$ cat config.mk
export PLATFORM = sky130hd
export DESIGN_NAME = txhc_regs
export DESIGN_NICKNAME = d
export VERILOG_FILES = /design/src/txhc_sync3.v /design/src/txhc_alloc.v /design/src/txhc_regs.v
export VERILOG_INCLUDE_DIRS = /design/src /design/src/inc
export SDC_FILE = /design/constraint.sdc
export NUM_CORES = 1
export LEC_CHECK = 0
export ABC_AREA = 1
export BUFFER_PORTS_ARGS = -buffer_cell sky130_fd_sc_hd__buf_4
export CORE_MARGIN = 4
export CORE_UTILIZATION = 25
export CTS_BUF_LIST = sky130_fd_sc_hd__clkbuf_8
export DETAILED_ROUTE_END_ITERATION = 8
export GPL_ROUTABILITY_DRIVEN = 0
export GPL_TIMING_DRIVEN = 0
export SLEW_MARGIN = 20
export SYNTH_ARGS = -nofsm -noshare
export SYNTH_HDL_FRONTEND = slang
export SYNTH_SLANG_ARGS = --single-unit
$ cat constraint.sdc
create_clock -name clk -period 1.16 [get_ports clk]
set_input_delay 0.232 -clock clk [delete_from_list [all_inputs] [get_ports clk]]
set_output_delay 0.232 -clock clk [all_outputs]
set_load 0.005 [all_outputs]
$ cat src/inc/txhc_defines.vh
/*
 transmit/hardware configuration register constants: offsets, fields,
 reset values, fifo memory split.
 assumes byte-addressed 32-bit register words on the host bus.
*/
// Operation
// - writing one to tx bit 15 zeroes tx status fifo pointers, self-clears
// - writing one to tx bit 14 zeroes tx data fifo pointers, self-clears
// - overrun-allow zero stalls transmission while status fifo full
// - status-full interrupt is raised regardless of overrun-allow
// - transmitter enable bit one lets queued frame data be sent
// - device clears transmitter enable once stop requested and halted
// - stop request finishes current frame, then stops; bit clears itself
// - host writes to stop bit ignored while it reads one
// - bit 29 selects port/alias fifo byte order, one is big endian
// - bit 28 selects direct-select fifo byte order, one is big endian
// - soft reset clears control registers except endian selects
// - hardware config bit 0 starts soft reset, clears error flags
// - bit 24 read-only, shows sampled auto-crossover strap
// - bits 19:16 set tx allocation in 1KB steps, reset five
// - status fifo takes fixed 512 bytes, rest is tx data fifo
// - receive side gets 16KB minus tx allocation
// - soft reset with phy clocks stopped times out, sets bit 1
`ifndef TXHC_DEFINES_VH
`define TXHC_DEFINES_VH
`define TXHC_TX_CFG_OFS 8'h70
`define TXHC_HARDWARE_CONFIG_OFS 8'h74
`define TXHC_TX_STS_FLUSH_BIT 15
`define TXHC_TX_DAT_FLUSH_BIT 14
`define TXHC_OVR_ALLOW_BIT 2
`define TXHC_TX_ON_BIT 1
`define TXHC_STOP_BIT 0
`define TXHC_PORT_END_BIT 29
`define TXHC_SEL_END_BIT 28
`define TXHC_STRAP_BIT 24
`define TXHC_MBO_BIT 20
`define TXHC_SIZE_LSB 16
`define TXHC_SIZE_MSB 19
`define TXHC_SOFT_RESET_TIMEOUT_BIT 1
`define TXHC_SOFTWARE_RESET_BIT 0
`define TXHC_SIZE_RST 4'h5
`define TXHC_MEM_BYTES 15'h4000
`define TXHC_KB_BYTES 15'h0400
`define TXHC_TX_STS_BYTES 15'h0200
`define TXHC_SOFTWARE_RESET_WAIT_NS 40000
`define TXHC_CLK_NS 40
`define TXHC_STRAP_SETTLE 3'h5
`endif

$ cat src/txhc_sync3.v
/*
 three-stage synchroniser for one level from outside the clock domain.
 assumes the level is slow against clk; changes accepted when the last
 two stages agree.
*/
`timescale 1ns/10ps
`default_nettype none
module txhc_sync3 (
    // clock and reset
    input wire clk,
    input wire reset_n,
    input wire clk_en,
    // level
    input wire async_in,
    output reg level_q
);
reg s1_q;
reg s2_q;
reg s3_q;
always @(posedge clk or negedge reset_n) begin
    if (!reset_n) begin
        s1_q <= 1'b0;
        s2_q <= 1'b0;
        s3_q <= 1'b0;
        level_q <= 1'b0;
    end else if (clk_en) begin
        s1_q <= async_in;
        s2_q <= s1_q;
        s3_q <= s2_q;
        // only the later stages are compared; first stage may be metastable
        if (s2_q == s3_q) begin
            level_q <= s3_q;
        end
    end
end
endmodule
`default_nettype wire

$ cat src/txhc_alloc.v
/*
 fifo memory split from the tx allocation field.
 assumes field values 2..14; reserved values are passed through unchecked.
*/
`timescale 1ns/10ps
`default_nettype none
`include "txhc_defines.vh"
module txhc_alloc (
    // allocation field
    input wire [3:0] size_kb,
    // byte sizes
    output wire [14:0] tx_data_bytes,
    output wire [14:0] rx_total_bytes
);
wire [14:0] tx_total;
assign tx_total = {1'b0, size_kb, 10'h000};
// status fifo is a fixed slice of the tx allocation
assign tx_data_bytes = tx_total - `TXHC_TX_STS_BYTES;
// memory is 16KB; 15 bits hold 16384 - tx_total since tx_total >= 1
assign rx_total_bytes = `TXHC_MEM_BYTES - tx_total;
endmodule
`default_nettype wire

$ cat src/txhc_regs.v
/*
 transmit configuration and hardware configuration registers.
 assumes a single-cycle register strobe from the host bus front end,
 byte address on reg_addr, full 32-bit words; the transmitter reports
 its own halted state, status fifo full and data available.
*/
`timescale 1ns/10ps
`default_nettype none
`include "txhc_defines.vh"
module txhc_regs #(
    parameter SOFTWARE_RESET_WAIT_CYC = (`TXHC_SOFTWARE_RESET_WAIT_NS + `TXHC_CLK_NS - 1) /
        `TXHC_CLK_NS
) (
    // clock and reset
    input wire clk,
    input wire reset_n,
    input wire clk_en,
    // register access
    input wire reg_wr,
    input wire reg_rd,
    input wire [7:0] reg_addr,
    input wire [31:0] reg_wdata,
    output reg [31:0] reg_rdata_q,
    // transmitter status
    input wire tx_halted,
    input wire tx_sts_full,
    input wire tx_data_avail,
    // phy clocks running and strap pin, asynchronous
    input wire phy_clks_running,
    input wire auto_crossover_strap,
    // transmitter control
    output reg tx_go_q,
    output reg tx_stop_pending_q,
    output reg tx_sts_flush_q,
    output reg tx_data_flush_q,
    output reg tx_sts_full_irq_q,
    // configuration
    output reg port_byte_order_q,
    output reg direct_select_byte_order_q,
    output reg must_be_one_q,
    output reg [3:0] tx_allocation_size_q,
    output reg [14:0] tx_data_bytes_q,
    output reg [14:0] rx_total_bytes_q,
    // soft reset
    output reg software_reset_q,
    output reg error_clear_q,
    output reg soft_reset_timeout_q
);
localparam [2:0] ST_IDLE = 3'b001;
localparam [2:0] ST_WAIT = 3'b010;
localparam [2:0] ST_DONE = 3'b100;
localparam [15:0] WAIT_CYC = SOFTWARE_RESET_WAIT_CYC[15:0];

reg status_overrun_allow_q;
reg tx_enable_q;
reg stop_req_q;
reg strap_q;
reg [2:0] strap_cnt_q;
reg [2:0] software_reset_st_q;
reg [2:0] software_reset_st_d;
reg [15:0] software_reset_cnt_q;
wire strap_lvl;
wire phy_ok;
wire wr_tx;
wire wr_hw;
wire [14:0] tx_data_bytes;
wire [14:0] rx_total_bytes;
wire soft_rst;

function hit;
    input [7:0] a;
    input [7:0] ofs;
    begin
        hit = (a == ofs);
    end
endfunction

txhc_sync3 u_strap (
    .clk(clk),
    .reset_n(reset_n),
    .clk_en(clk_en),
    .async_in(auto_crossover_strap),
    .level_q(strap_lvl)
);

txhc_sync3 u_phy (
    .clk(clk),
    .reset_n(reset_n),
    .clk_en(clk_en),
    .async_in(phy_clks_running),
    .level_q(phy_ok)
);

txhc_alloc u_alloc (
    .size_kb(tx_allocation_size_q),
    .tx_data_bytes(tx_data_bytes),
    .rx_total_bytes(rx_total_bytes)
);

assign wr_tx = reg_wr && hit(reg_addr, `TXHC_TX_CFG_OFS);
assign wr_hw = reg_wr && hit(reg_addr, `TXHC_HARDWARE_CONFIG_OFS);
assign soft_rst = (software_reset_st_q == ST_DONE);

// soft reset sequencer: waits for phy clocks, times out otherwise
always @* begin
    software_reset_st_d = software_reset_st_q;
    case (software_reset_st_q)
        ST_IDLE: begin
            if (wr_hw && reg_wdata[`TXHC_SOFTWARE_RESET_BIT]) begin
                software_reset_st_d = ST_WAIT;
            end
        end
        ST_WAIT: begin
            if (phy_ok) begin
                software_reset_st_d = ST_DONE;
            end else if (software_reset_cnt_q >= WAIT_CYC) begin
                software_reset_st_d = ST_IDLE;
            end
        end
        ST_DONE: begin
            software_reset_st_d = ST_IDLE;
        end
        default: begin
            software_reset_st_d = ST_IDLE;
        end
    endcase
end

always @(posedge clk or negedge reset_n) begin
    if (!reset_n) begin
        software_reset_st_q <= ST_IDLE;
        software_reset_cnt_q <= 16'h0000;
        software_reset_q <= 1'b0;
        error_clear_q <= 1'b0;
        soft_reset_timeout_q <= 1'b0;
    end else if (clk_en) begin
        software_reset_st_q <= software_reset_st_d;
        if (software_reset_st_q == ST_WAIT) begin
            software_reset_cnt_q <= software_reset_cnt_q + 16'h0001;
        end else begin
            software_reset_cnt_q <= 16'h0000;
        end
        // one-cycle reset pulse, also clears latched tx/rx errors
        software_reset_q <= (software_reset_st_d == ST_DONE);
        error_clear_q <= (software_reset_st_d == ST_DONE);
        if (software_reset_st_q == ST_WAIT && software_reset_st_d == ST_IDLE) begin
            soft_reset_timeout_q <= 1'b1;
        end else if (software_reset_st_d == ST_DONE) begin
            soft_reset_timeout_q <= 1'b0;
        end
    end
end

// strap captured once the synchroniser has settled, then held
always @(posedge clk or negedge reset_n) begin
    if (!reset_n) begin
        strap_q <= 1'b0;
        strap_cnt_q <= 3'h0;
    end else if (clk_en) begin
        // synchroniser output is only trusted after four edges
        if (strap_cnt_q != `TXHC_STRAP_SETTLE) begin
            strap_q <= strap_lvl;
            strap_cnt_q <= strap_cnt_q + 3'h1;
        end
    end
end

// transmit configuration
always @(posedge clk or negedge reset_n) begin
    if (!reset_n) begin
        status_overrun_allow_q <= 1'b0;
        tx_enable_q <= 1'b0;
        stop_req_q <= 1'b0;
        tx_sts_flush_q <= 1'b0;
        tx_data_flush_q <= 1'b0;
    end else if (clk_en) begin
        // flush strobes self-clear after one cycle
        tx_sts_flush_q <= wr_tx && reg_wdata[`TXHC_TX_STS_FLUSH_BIT];
        tx_data_flush_q <= wr_tx && reg_wdata[`TXHC_TX_DAT_FLUSH_BIT];
        if (soft_rst) begin
            status_overrun_allow_q <= 1'b0;
            tx_enable_q <= 1'b0;
            stop_req_q <= 1'b0;
        end else begin
            if (wr_tx) begin
                status_overrun_allow_q <= reg_wdata[`TXHC_OVR_ALLOW_BIT];
                tx_enable_q <= reg_wdata[`TXHC_TX_ON_BIT];
            end
            // writes land only while the stop bit is low
            if (wr_tx && !stop_req_q) begin
                stop_req_q <= reg_wdata[`TXHC_STOP_BIT];
            end else if (stop_req_q && tx_halted) begin
                stop_req_q <= 1'b0;
                tx_enable_q <= 1'b0;
            end
        end
    end
end

// hardware configuration
always @(posedge clk or negedge reset_n) begin
    if (!reset_n) begin
        port_byte_order_q <= 1'b0;
        direct_select_byte_order_q <= 1'b0;
        must_be_one_q <= 1'b0;
        tx_allocation_size_q <= `TXHC_SIZE_RST;
    end else if (clk_en) begin
        if (soft_rst) begin
            // endian selects survive a soft reset
            must_be_one_q <= 1'b0;
            tx_allocation_size_q <= `TXHC_SIZE_RST;
        end else if (wr_hw) begin
            port_byte_order_q <= reg_wdata[`TXHC_PORT_END_BIT];
            direct_select_byte_order_q <= reg_wdata[`TXHC_SEL_END_BIT];
            must_be_one_q <= reg_wdata[`TXHC_MBO_BIT];
            tx_allocation_size_q <=
                reg_wdata[`TXHC_SIZE_MSB:`TXHC_SIZE_LSB];
        end
    end
end

// transmitter drive and registered copies
always @(posedge clk or negedge reset_n) begin
    if (!reset_n) begin
        tx_go_q <= 1'b0;
        tx_stop_pending_q <= 1'b0;
        tx_sts_full_irq_q <= 1'b0;
        tx_data_bytes_q <= 15'h0000;
        rx_total_bytes_q <= 15'h0000;
    end else if (clk_en) begin
        // stall on full status fifo unless overrun is allowed
        tx_go_q <= tx_enable_q && tx_data_avail &&
            (status_overrun_allow_q || !tx_sts_full);
        tx_stop_pending_q <= stop_req_q;
        // the full interrupt ignores the overrun-allow setting
        tx_sts_full_irq_q <= tx_sts_full;
        tx_data_bytes_q <= tx_data_bytes;
        rx_total_bytes_q <= rx_total_bytes;
    end
end

// read data; reserved bits are zero
always @(posedge clk or negedge reset_n) begin
    if (!reset_n) begin
        reg_rdata_q <= 32'h00000000;
    end else if (clk_en) begin
        reg_rdata_q <= 32'h00000000;
        if (reg_rd && hit(reg_addr, `TXHC_TX_CFG_OFS)) begin
            reg_rdata_q[`TXHC_OVR_ALLOW_BIT] <= status_overrun_allow_q;
            reg_rdata_q[`TXHC_TX_ON_BIT] <= tx_enable_q;
            reg_rdata_q[`TXHC_STOP_BIT] <= stop_req_q;
        end else if (reg_rd && hit(reg_addr, `TXHC_HARDWARE_CONFIG_OFS)) begin
            reg_rdata_q[`TXHC_PORT_END_BIT] <= port_byte_order_q;
            reg_rdata_q[`TXHC_SEL_END_BIT] <= direct_select_byte_order_q;
            reg_rdata_q[`TXHC_STRAP_BIT] <= strap_q;
            reg_rdata_q[`TXHC_MBO_BIT] <= must_be_one_q;
            reg_rdata_q[`TXHC_SIZE_MSB:`TXHC_SIZE_LSB] <=
                tx_allocation_size_q;
            reg_rdata_q[`TXHC_SOFT_RESET_TIMEOUT_BIT] <= soft_reset_timeout_q;
            reg_rdata_q[`TXHC_SOFTWARE_RESET_BIT] <= (software_reset_st_q != ST_IDLE);
        end
    end
end
endmodule
`default_nettype wire

# Word level (Yosys, flattened, before mapping)
# Cells that the tools add are included.
dict set report totals {
  reg_bits 89
  inputBits 50
  output_inout_bits 77
  word_cells 102
}
dict set report classes {
  add_sub_neg 4
  n_lt_le_gt_ge 1
  n_eq_ne 11
  n_mux 29
  n_bitwise 1
  n_reduce_logical 27
}
# cell n
set op_table {}
lappend op_table {{$add A16 B1 Y16 const B} 1}
lappend op_table {{$eq A8 B7 Y1 const B} 2}
lappend op_table {{$ge A16 B10 Y1 const B} 1}
lappend op_table {{$mux W1} 16}
lappend op_table {{$mux W16} 1}
lappend op_table {{$sub A14 B10 Y15 const B} 1}
lappend op_table {{$sub A15 B14 Y15 const A} 1}
lappend op_table {{$reduce_and A2 Y1} 7}
lappend op_table {{$logic_and A1 B1 Y1} 12}
lappend op_table {{$mux W5} 2}
lappend op_table {{$mux W3} 3}
lappend op_table {{$mux W2} 4}
lappend op_table {{$mux W4} 2}
lappend op_table {{$eq A3 B1 Y1 const B} 2}
lappend op_table {{$eq A3 B3 Y1 const B} 2}
lappend op_table {{$pmux W3 S2} 1}
lappend op_table {{$reduce_bool A2 Y1} 3}
lappend op_table {{$add A3 B1 Y3 const B} 1}
lappend op_table {{$eq A3 B2 Y1 const B} 1}
lappend op_table {{$ne A3 B1 Y1 const B} 1}
lappend op_table {{$ne A3 B3 Y1 const B} 1}
lappend op_table {{$reduce_and A3 Y1} 1}
lappend op_table {{$reduce_bool A3 Y1} 1}
lappend op_table {{$eq A1 B1 Y1} 2}
lappend op_table {{3 further kinds} 4}

# Depth between registers and ports, before layout
# Gate-level depths: netlist of run 1.
dict set report logic_depth {
  depth_word 9
  ltp_mapped 9
  ltp_nobuf 9
}

# Modules after synthesis
# Synthesis of run 1 repeated with hierarchy kept, for this count alone.
dict set report unflattened {
  cells_unflattened 557
  area_unflattened_um2 4444.3
}
# module n_inst cells_each area_each_um2 seq_area_each_um2
set by_module_without_submodules {}
lappend by_module_without_submodules {txhc_regs 1 477 3861.2 2030.7}
lappend by_module_without_submodules {txhc_sync3 2 20 163.9 100.1}
lappend by_module_without_submodules {txhc_alloc 1 40 255.2 0.0}

# Least setup slack after synthesis of run 1
# Ideal clock, no wire load.
dict set report synth_path {
  path_type {flip-flop to flip-flop}
  from {reg software_reset_cnt_q[0]}
  to {reg software_reset_cnt_q[12]}
  setup_time_ns 0.117
  arrival_ns 1.116
  required_ns 1.043
  slack_ns -0.073
  path_stages_with_launch 9
  path_buffers 0
  period_less_slack_ns 1.233
  cell_sequence {dfrtp_1 > ha_1 > nand3_2 > nor2_8 > nand2_4 > nor2_4 > nand2_1 > nand2_1 > a21oi_2}
}
dict set report synth_via {
  elab_chain_cells 2
}
# element line_no
set synth_lines {}
lappend synth_lines {{start: declaration} txhc_regs.v:61} ;# reg [15:0] software_reset_cnt_q;
lappend synth_lines {{start signal: assignment} txhc_regs.v:139} ;# software_reset_cnt_q <= software_reset_cnt_q + 16'h0001;
lappend synth_lines {{$add A16 B1 Y16} txhc_regs.v:139}
lappend synth_lines {{$mux W16} txhc_regs.v:138} ;# if (software_reset_st_q == ST_WAIT) begin
# Every way passes these cells.
# A chain may end at the register's enable or synchronous reset.

# Worst setup path after layout of run 1
dict set report layout_path {
  from {reg tx_allocation_size_q[0]}
  to {out tx_allocation_size_q[0]}
}
# element line_no
set layout_rtl {}
lappend layout_rtl {{start: declaration} txhc_regs.v:41} ;# output reg [3:0] tx_allocation_size_q,
lappend layout_rtl {{start signal: assignment} txhc_regs.v:206} ;# tx_allocation_size_q <= `TXHC_SIZE_RST;
lappend layout_rtl {{start signal: assignment} txhc_regs.v:211} ;# tx_allocation_size_q <= `TXHC_SIZE_RST;
lappend layout_rtl {{start signal: assignment} txhc_regs.v:216} ;# tx_allocation_size_q <=
# No word-level cell between the ends.

==> metrics.txt, run 1 <==
status=complete, but fails checks; failing checks=hold timing, setup timing; Avg WL per Cell=12.83 µm; library cells used by synthesis=36; Tot GR Track Use=11.81%; setup ws final=-0.1586 ns; sequential fraction of the synthesis area=48.35%; part of the cycle the worst path needs=113.7%; Die Wd=128.5 µm; final net count=642; CTS Buf Count=9; Die ar.=16520 µm²; fillcell total=1420; drt first pass iters=4; RSZ-0062 raised after global routing=true; layout cells sized above 1=44.76%; CTS tree=done; Yosys Warn Count=0; CP Max Fanout=3; Fin Clk Skew=0.01408 ns; CTS Buffer Depth=2; Post-DP HPWL=6956 µm; Crit Path Class=register to primary output; Clock Pin Slew Worst Setup and Hold Paths=0.09 ns; Core Area=14040 µm²; placed cells=721; final hold vios=2; critical path startpoint=tx_allocation_size_q[0]; crit path launch type=register; largest net degree at the start of global routing=71; Worst Path Required=0.93 ns; H-tree levels=3; IO Pins=127; DRT antenna net count=0; vias in the first global route=3186; 1st-iter DRT viols=199; dpl ws=-0.1951 ns; worst hold margin=-0.007367 ns; Power Density=1387 nW/µm²; Final Critical Period=1.319 ns; top cells by area, synth=dfrtp_1 (46%), nand2_1 (12%), buf_4 (9.7%), inv_1 (4.3%), nor2_1 (4.3%); fin cells=772; first-pass GRT wire length=15920 µm; DRC violations left=0; Critical Path Sink Type=primary output; Pleak=2.773 nW; grt ovf=0; Max IR drop VDD=0.0009287 V; # rows=43; max-slew violation count=0; register bit total from synthesis=70; drt total wl=9907 µm; worst reg2reg startpoint=software_reset_cnt_q[1]; worst min path class=input port to asynchronous set/reset pin; cell taking the most area after synthesis=dfrtp_1; worst slew pin tran=0.9143 ns; CTS root buffer=clkbuf_8; via count=3272; Slew headroom=39.05%; Cells after Synth=436; antenna violations before repair=0; routed vias/inst=4.238; # setup viols final=28; die height=128.5 µm; Fmax=758.4 MHz; Final Power=7.469 mW; CTS Sinks=70; ant diodes=0; Yosys top cell area share=46.18%; Final Util=38.34%; Initial Utilization=25.86%; crit path DAT=1.09 ns; Mapped Area=3631 µm²; Avg Inst Size Synth=8.328 µm²; Area Growth Syn to Fin=48.28%; IO buf count=66; Max-Cap Viols=0; clk_lat worst skew=0.35 ns
cell type report:
cell class                 count  area (µm²)  share of cell area [%]
sequential                    70        1758                   32.65
multi-input combinational    307        1780                   33.07
tap                          180       225.2                   4.183
buffer                        50       371.6                   6.902
timing repair buffer         102       819.5                   15.22
clock inverter                 7       103.9                   1.929
inverter                      47       201.4                   3.742
clock buffer                   9       123.9                   2.301
cell usage after synthesis (all sizes together):
master,number
nor3b,1
xor2,1
dfstp,3
xnor2,1
nor2,50
dfrtp,67
o21ai,31
nand4,7
a21oi,14
inv,47
nand3,25
conb,1
a21boi,1
clkbuf,1
nand2,119
o211ai,3
o21a,4
or2,2
buf,50
nor3,3
ha,5
worst max-delay path, stage by stage (launching register included):
cell,delay (ns)
dfstp_2,0.56
buf_6,0.10
buf_6,0.08
registers in the layout, summed over array words and instances (netlist names), 3 cells and up:
| signal | cells |
|---|---|
| reg_rdata_q | 11 |
| software_reset_st_q | 3 |
| tx_allocation_size_q | 4 |
| software_reset_cnt_q | 16 |
| rx_total_bytes_q | 5 |
| strap_cnt_q | 3 |
| tx_data_bytes_q | 6 |
power by group:
group | internal [mW] | switching [mW] | leakage, nW
clock | 1.24 | 1.02 | 0.114
combinational | 1.11 | 0.974 | 1.77
sequential | 2.84 | 0.289 | 0.892
total | 5.19 | 2.28 | 2.77
repair_timing:
| item | CTS | global route |
|---|---|---|
| pin swaps | 18 | 25 |
| gates cloned | 1 | 0 |
| resized for setup | 52 | 69 |
| hold buffers | 0 | 0 |
| setup endpoints to repair | 37 | 48 |
| setup buffers | 22 | 13 |
per-stage QoR:
stage / cell area [µm²] / setup TNS [ns]
after detailed placement: 4516 / -7.858
after floorplan: 3795 / -0.05484
after CTS: 5076 / -1.680
final: 5384 / -1.959
after global placement: 4516 / -7.159
after global routing: 5384 / -4.082
final timing paths:
check                                           end  slack (ns)  cells after the start
hold / removal                    tx_sts_full_irq_q      -0.007                      1
setup / recovery            tx_allocation_size_q[0]       -0.16                      2
setup reg to reg           software_reset_cnt_q[12]       -0.14                      8
min in group clk                     tx_sts_flush_q        0.09                      3
hold reg to reg                   tx_stop_pending_q        0.49                      2
max in group asynchronous   software_reset_cnt_q[3]        0.50                      1
per-layer routing:
metal  vias to the layer above  global-route usage (%)  part of all wire (%)
met4                         0                   2.841                   1.0
li1                       1602                       -                     -
met3                         7                   2.574                   6.3
met5                         -                       0                     0
met1                      1553                   16.14                    44
met2                       110                   19.18                    48
layout by cell type (no fill, tap or decap), types with 2 or more instances in the layout:
master / count
nand4_1: 6
nand3_1: 14
inv_1: 31
buf_6: 17
nor2_2: 8
nand3_4: 6
nand2_4: 6
nand3_2: 5
ha_1: 2
conb_1: 40
o21ai_2: 7
o21ai_1: 7
a21oi_2: 7
buf_4: 130
nand2_2: 17
nor3_2: 2
bufinv_16: 2
inv_2: 8
o21ai_0: 17
ha_4: 2
dfrtp_1: 65
inv_4: 7
inv_6: 2
clkinv_4: 3
clkbuf_8: 9
dfstp_2: 3
nand2_1: 96
dfrtp_2: 2
nor2_4: 8
a21oi_1: 5
buf_2: 4
o21a_1: 4
nor2_1: 33
o211ai_1: 3
a21oi_4: 2
cell families after synthesis:
group,after synthesis,synth area share (%)
xor gates and xnor gates,2,0.4825
and+or+nand+nor,207,25.91
adders and majority gates,5,1.723
other,1,0.1033
DFF,70,48.35
buffers and inverters,98,15.16
AOI/OAI and AO/OA,53,8.270
Power figures use the tool's default switching activity.
==> run 2: changes to the inputs <==
--- a/config.mk
+++ b/config.mk
@@ -9,11 +9,12 @@
 export ABC_AREA = 1
 export BUFFER_PORTS_ARGS = -buffer_cell sky130_fd_sc_hd__buf_4
 export CORE_MARGIN = 4
-export CORE_UTILIZATION = 25
+export CORE_UTILIZATION = 47
 export CTS_BUF_LIST = sky130_fd_sc_hd__clkbuf_8
 export DETAILED_ROUTE_END_ITERATION = 8
 export GPL_ROUTABILITY_DRIVEN = 0
 export GPL_TIMING_DRIVEN = 0
+export PLACE_DENSITY = 0.79
 export SLEW_MARGIN = 20
 export SYNTH_ARGS = -nofsm -noshare
 export SYNTH_HDL_FRONTEND = slang
==> run 2 against run 1 <==
Setup slack worse by 0.053 ns. Via count up 5.0%. Critical path type is now register to register. Highest routed layer unchanged. Critical endpoint is now software_reset_st_q[1]. Sequential share of layout area up 0.91 points. The flow still finishes with violations (hold timing, setup timing).
==> metrics.txt, run 2 (synthesis gave the netlist of run 1 again) <==
Final Power=7.296 mW (-2.3%); worst min path class=input port to asynchronous set/reset pin; CTS Buffer Depth=2 (unchanged); worst reg2reg startpoint=software_reset_st_q[0]; Final Util=71.02% (+33 points); crit path DAT=1.66 ns (+0.57 ns); Worst Path Required=1.45 ns (+0.52 ns); Max-Cap Viols=0 (unchanged); IO Pins=127 (unchanged); Post-DP HPWL=6217 µm (-11%); largest register by flop count=software_reset_cnt_q; via count=3434 (+5.0%); CP Max Fanout=2 (-1); CTS Sinks=70 (unchanged); Initial Utilization=49.27% (+23 points); worst hold margin=-0.01625 ns (-0.008886 ns); commonest non-fill, non-tap cell in the layout=buf_4; ant diodes=0 (unchanged); Die ar.=9196 µm² (-44%); Flop pwr share=42.9% (+1.0 points); max-slew violation count=0 (unchanged); worst slew pin tran=0.8875 ns (-0.02680 ns); net switching component of the power=2.291 mW (+0.48%); Power Density=1394 nW/µm² (+0.49%); die height=95.90 µm (-25%); Setup TNS=-4.716 ns (-2.757 ns); Clock Pin Slew Worst Setup and Hold Paths=0.08 ns (about the same); Final Critical Period=1.371 ns (+0.05260 ns); vias in the first global route=3151 (-1.1%); Core Area=7370 µm² (-48%); final hold vios=14 (+12); hold buffer count at CTS=0 (unchanged); final net count=641 (-0.16%); Avg WL per Cell=15.32 µm (+19%); largest net degree at the start of global routing=71 (unchanged); drt total wl=10570 µm (+6.7%); commonest cells after routing, fill and taps aside=buf_4 (132), nand2_1 (97), dfrtp_1 (66); Max IR drop VDD=0.001310 V (+41%); 1st-iter DRT viols=296 (+49%); most used cell, CP=nand3_1; Pleak=2.751 nW (-0.79%); crit path launch type=register; slowest CP cell=dfstp_2; failing checks=hold timing, setup timing; reg2reg end=software_reset_st_q[1]; CTS root buffer=clkbuf_8; worst reg2reg setup slack=-0.21 ns (-0.07 ns); crit-path max cell delay=0.58 ns (+0.02 ns); Fin Clk Skew=0.01027 ns (-0.003809 ns); max reg flops=16 (unchanged); clk_lat worst skew=0.36 ns (about the same); Fmax=729.3 MHz (-3.8%); H-tree levels=3 (unchanged); setup ws final=-0.2112 ns (-0.05260 ns); IO buf count=66 (unchanged); part of the cycle the worst path needs=118.2% (+4.5 points); CTS tree=done; Die Wd=95.90 µm (-25%); # rows=31 (-28%); clock power share=27.9% (-2.3 points); Area Growth Syn to Fin=44.14%; # setup viols final=39 (+39%); Crit Path Class=register to register; Slew headroom=40.83% (+1.8 points); RSZ-0062 raised after global routing=true; Tot GR Track Use=20.74% (+8.9 points); crit path cell chain=buf_6 > nand3_4 > nor2_1 > nand3_1 > nand3_1 > o21ai_1 > inv_1; Sw Ratio=31.40% (+0.87 points); grt ovf=0 (unchanged); routed vias/inst=4.977 (+17%); Comb pwr share=29.2% (+1.2 points); Critical Path Sink Type=register; CTS Buf Count=9 (unchanged); reg2reg path depth=7 (-1); Largest regs=software_reset_cnt_q (16), reg_rdata_q (11), tx_data_bytes_q (6); DRC violations left=0 (unchanged); DRT antenna net count=0 (unchanged); layout cells sized above 1=42.81% (-2.0 points); first-pass GRT wire length=14730 µm (-7.5%); Internal=5.005 mW (-3.5%); antenna violations before repair=0 (unchanged); drt first pass iters=5 (+1); status=complete, but fails checks
[run 2: cell types whose count changed in the layout (fill, tap and decap cells not counted), sizes merged]
cell      change
clkinvlp      +2
inv           -1
buf           -1
clkbuf        +1
clkinv        -1
bufinv        -1
[run 2: worst max-delay path: cells and delay by family, from the launching register on]
kind / cells / cell delay (ns)
AO/OA/AOI/OAI: 1 / 0.08
AND/OR/NAND/NOR: 4 / 0.43
buffers and inverters: 2 / 0.20
flip-flops: 1 / 0.58
[run 2: what timing repair did]
action                                  in CTS  in global routing
endpoints found under the setup margin      34                 45
setup buffers                               20                 15
resized for setup                           49                 60
pin swaps                                   16                 31
[run 2: worst max-delay path by stage]
stage                                        from                        to  slack, ns  cells after the start
after floorplan           software_reset_cnt_q[0]  software_reset_cnt_q[12]      -0.05                      8
after global placement    software_reset_cnt_q[0]  software_reset_cnt_q[12]      -0.15                      8
after detailed placement  software_reset_cnt_q[0]  software_reset_cnt_q[12]      -0.18                      8
after CTS                 tx_allocation_size_q[0]   tx_allocation_size_q[0]      -0.15                      2
after global routing      software_reset_cnt_q[0]   software_reset_cnt_q[9]      -0.25                      6
final                      software_reset_st_q[0]    software_reset_st_q[1]      -0.21                      7
[run 2: cell type report]
cell class	count	area, µm²
Fill cell	532	2136
Multi-Input combinational cell	307	1760
Sequential cell	70	1757
Timing Repair Buffer	101	815.8
Buffer	50	375.4
Inverter	47	201.4
Clock buffer	10	137.6
Tap cell	99	123.9
Clock inverter	6	62.56
[run 2: routing by layer]
| layer | vias to the layer above | share of wire, % | global-route usage (%) |
|---|---|---|---|
| met1 | 1609 | 39 | 26.45 |
| met3 | 38 | 9.4 | 5.942 |
| met2 | 196 | 49 | 32.89 |
| met5 | - | 0 | 0 |
| li1 | 1591 | - | - |
| met4 | 0 | 3.2 | 9.005 |
[run 2: power groups by stage]
stage | clock network (mW) | registers [mW] | logic, mW
6_report | 2.03 | 3.13 | 2.13
5_1_grt | 2.14 | 3.18 | 2.34
4_1_cts | 2.01 | 3.11 | 1.83
3_5_place_dp | 0 | 3.16 | 1.50
3_3_place_gp | 0 | 3.14 | 1.44
2_1_floorplan | 0 | 3.13 | 0.777
[run 2: stage by stage]
stage | cells | setup slack (ns) | area [µm²] | hold slack, ns
after floorplan | 475 | -0.05484 | 3795 | -0.06359
after detailed placement | 640 | -0.1830 | 4414 | 0.4022
after global routing | 690 | -0.2503 | 5234 | 0.07906
after global placement | 640 | -0.1487 | 4414 | 0.3979
after CTS | 675 | -0.1530 | 4925 | 0.02851
final | 690 | -0.2112 | 5234 | -0.01625
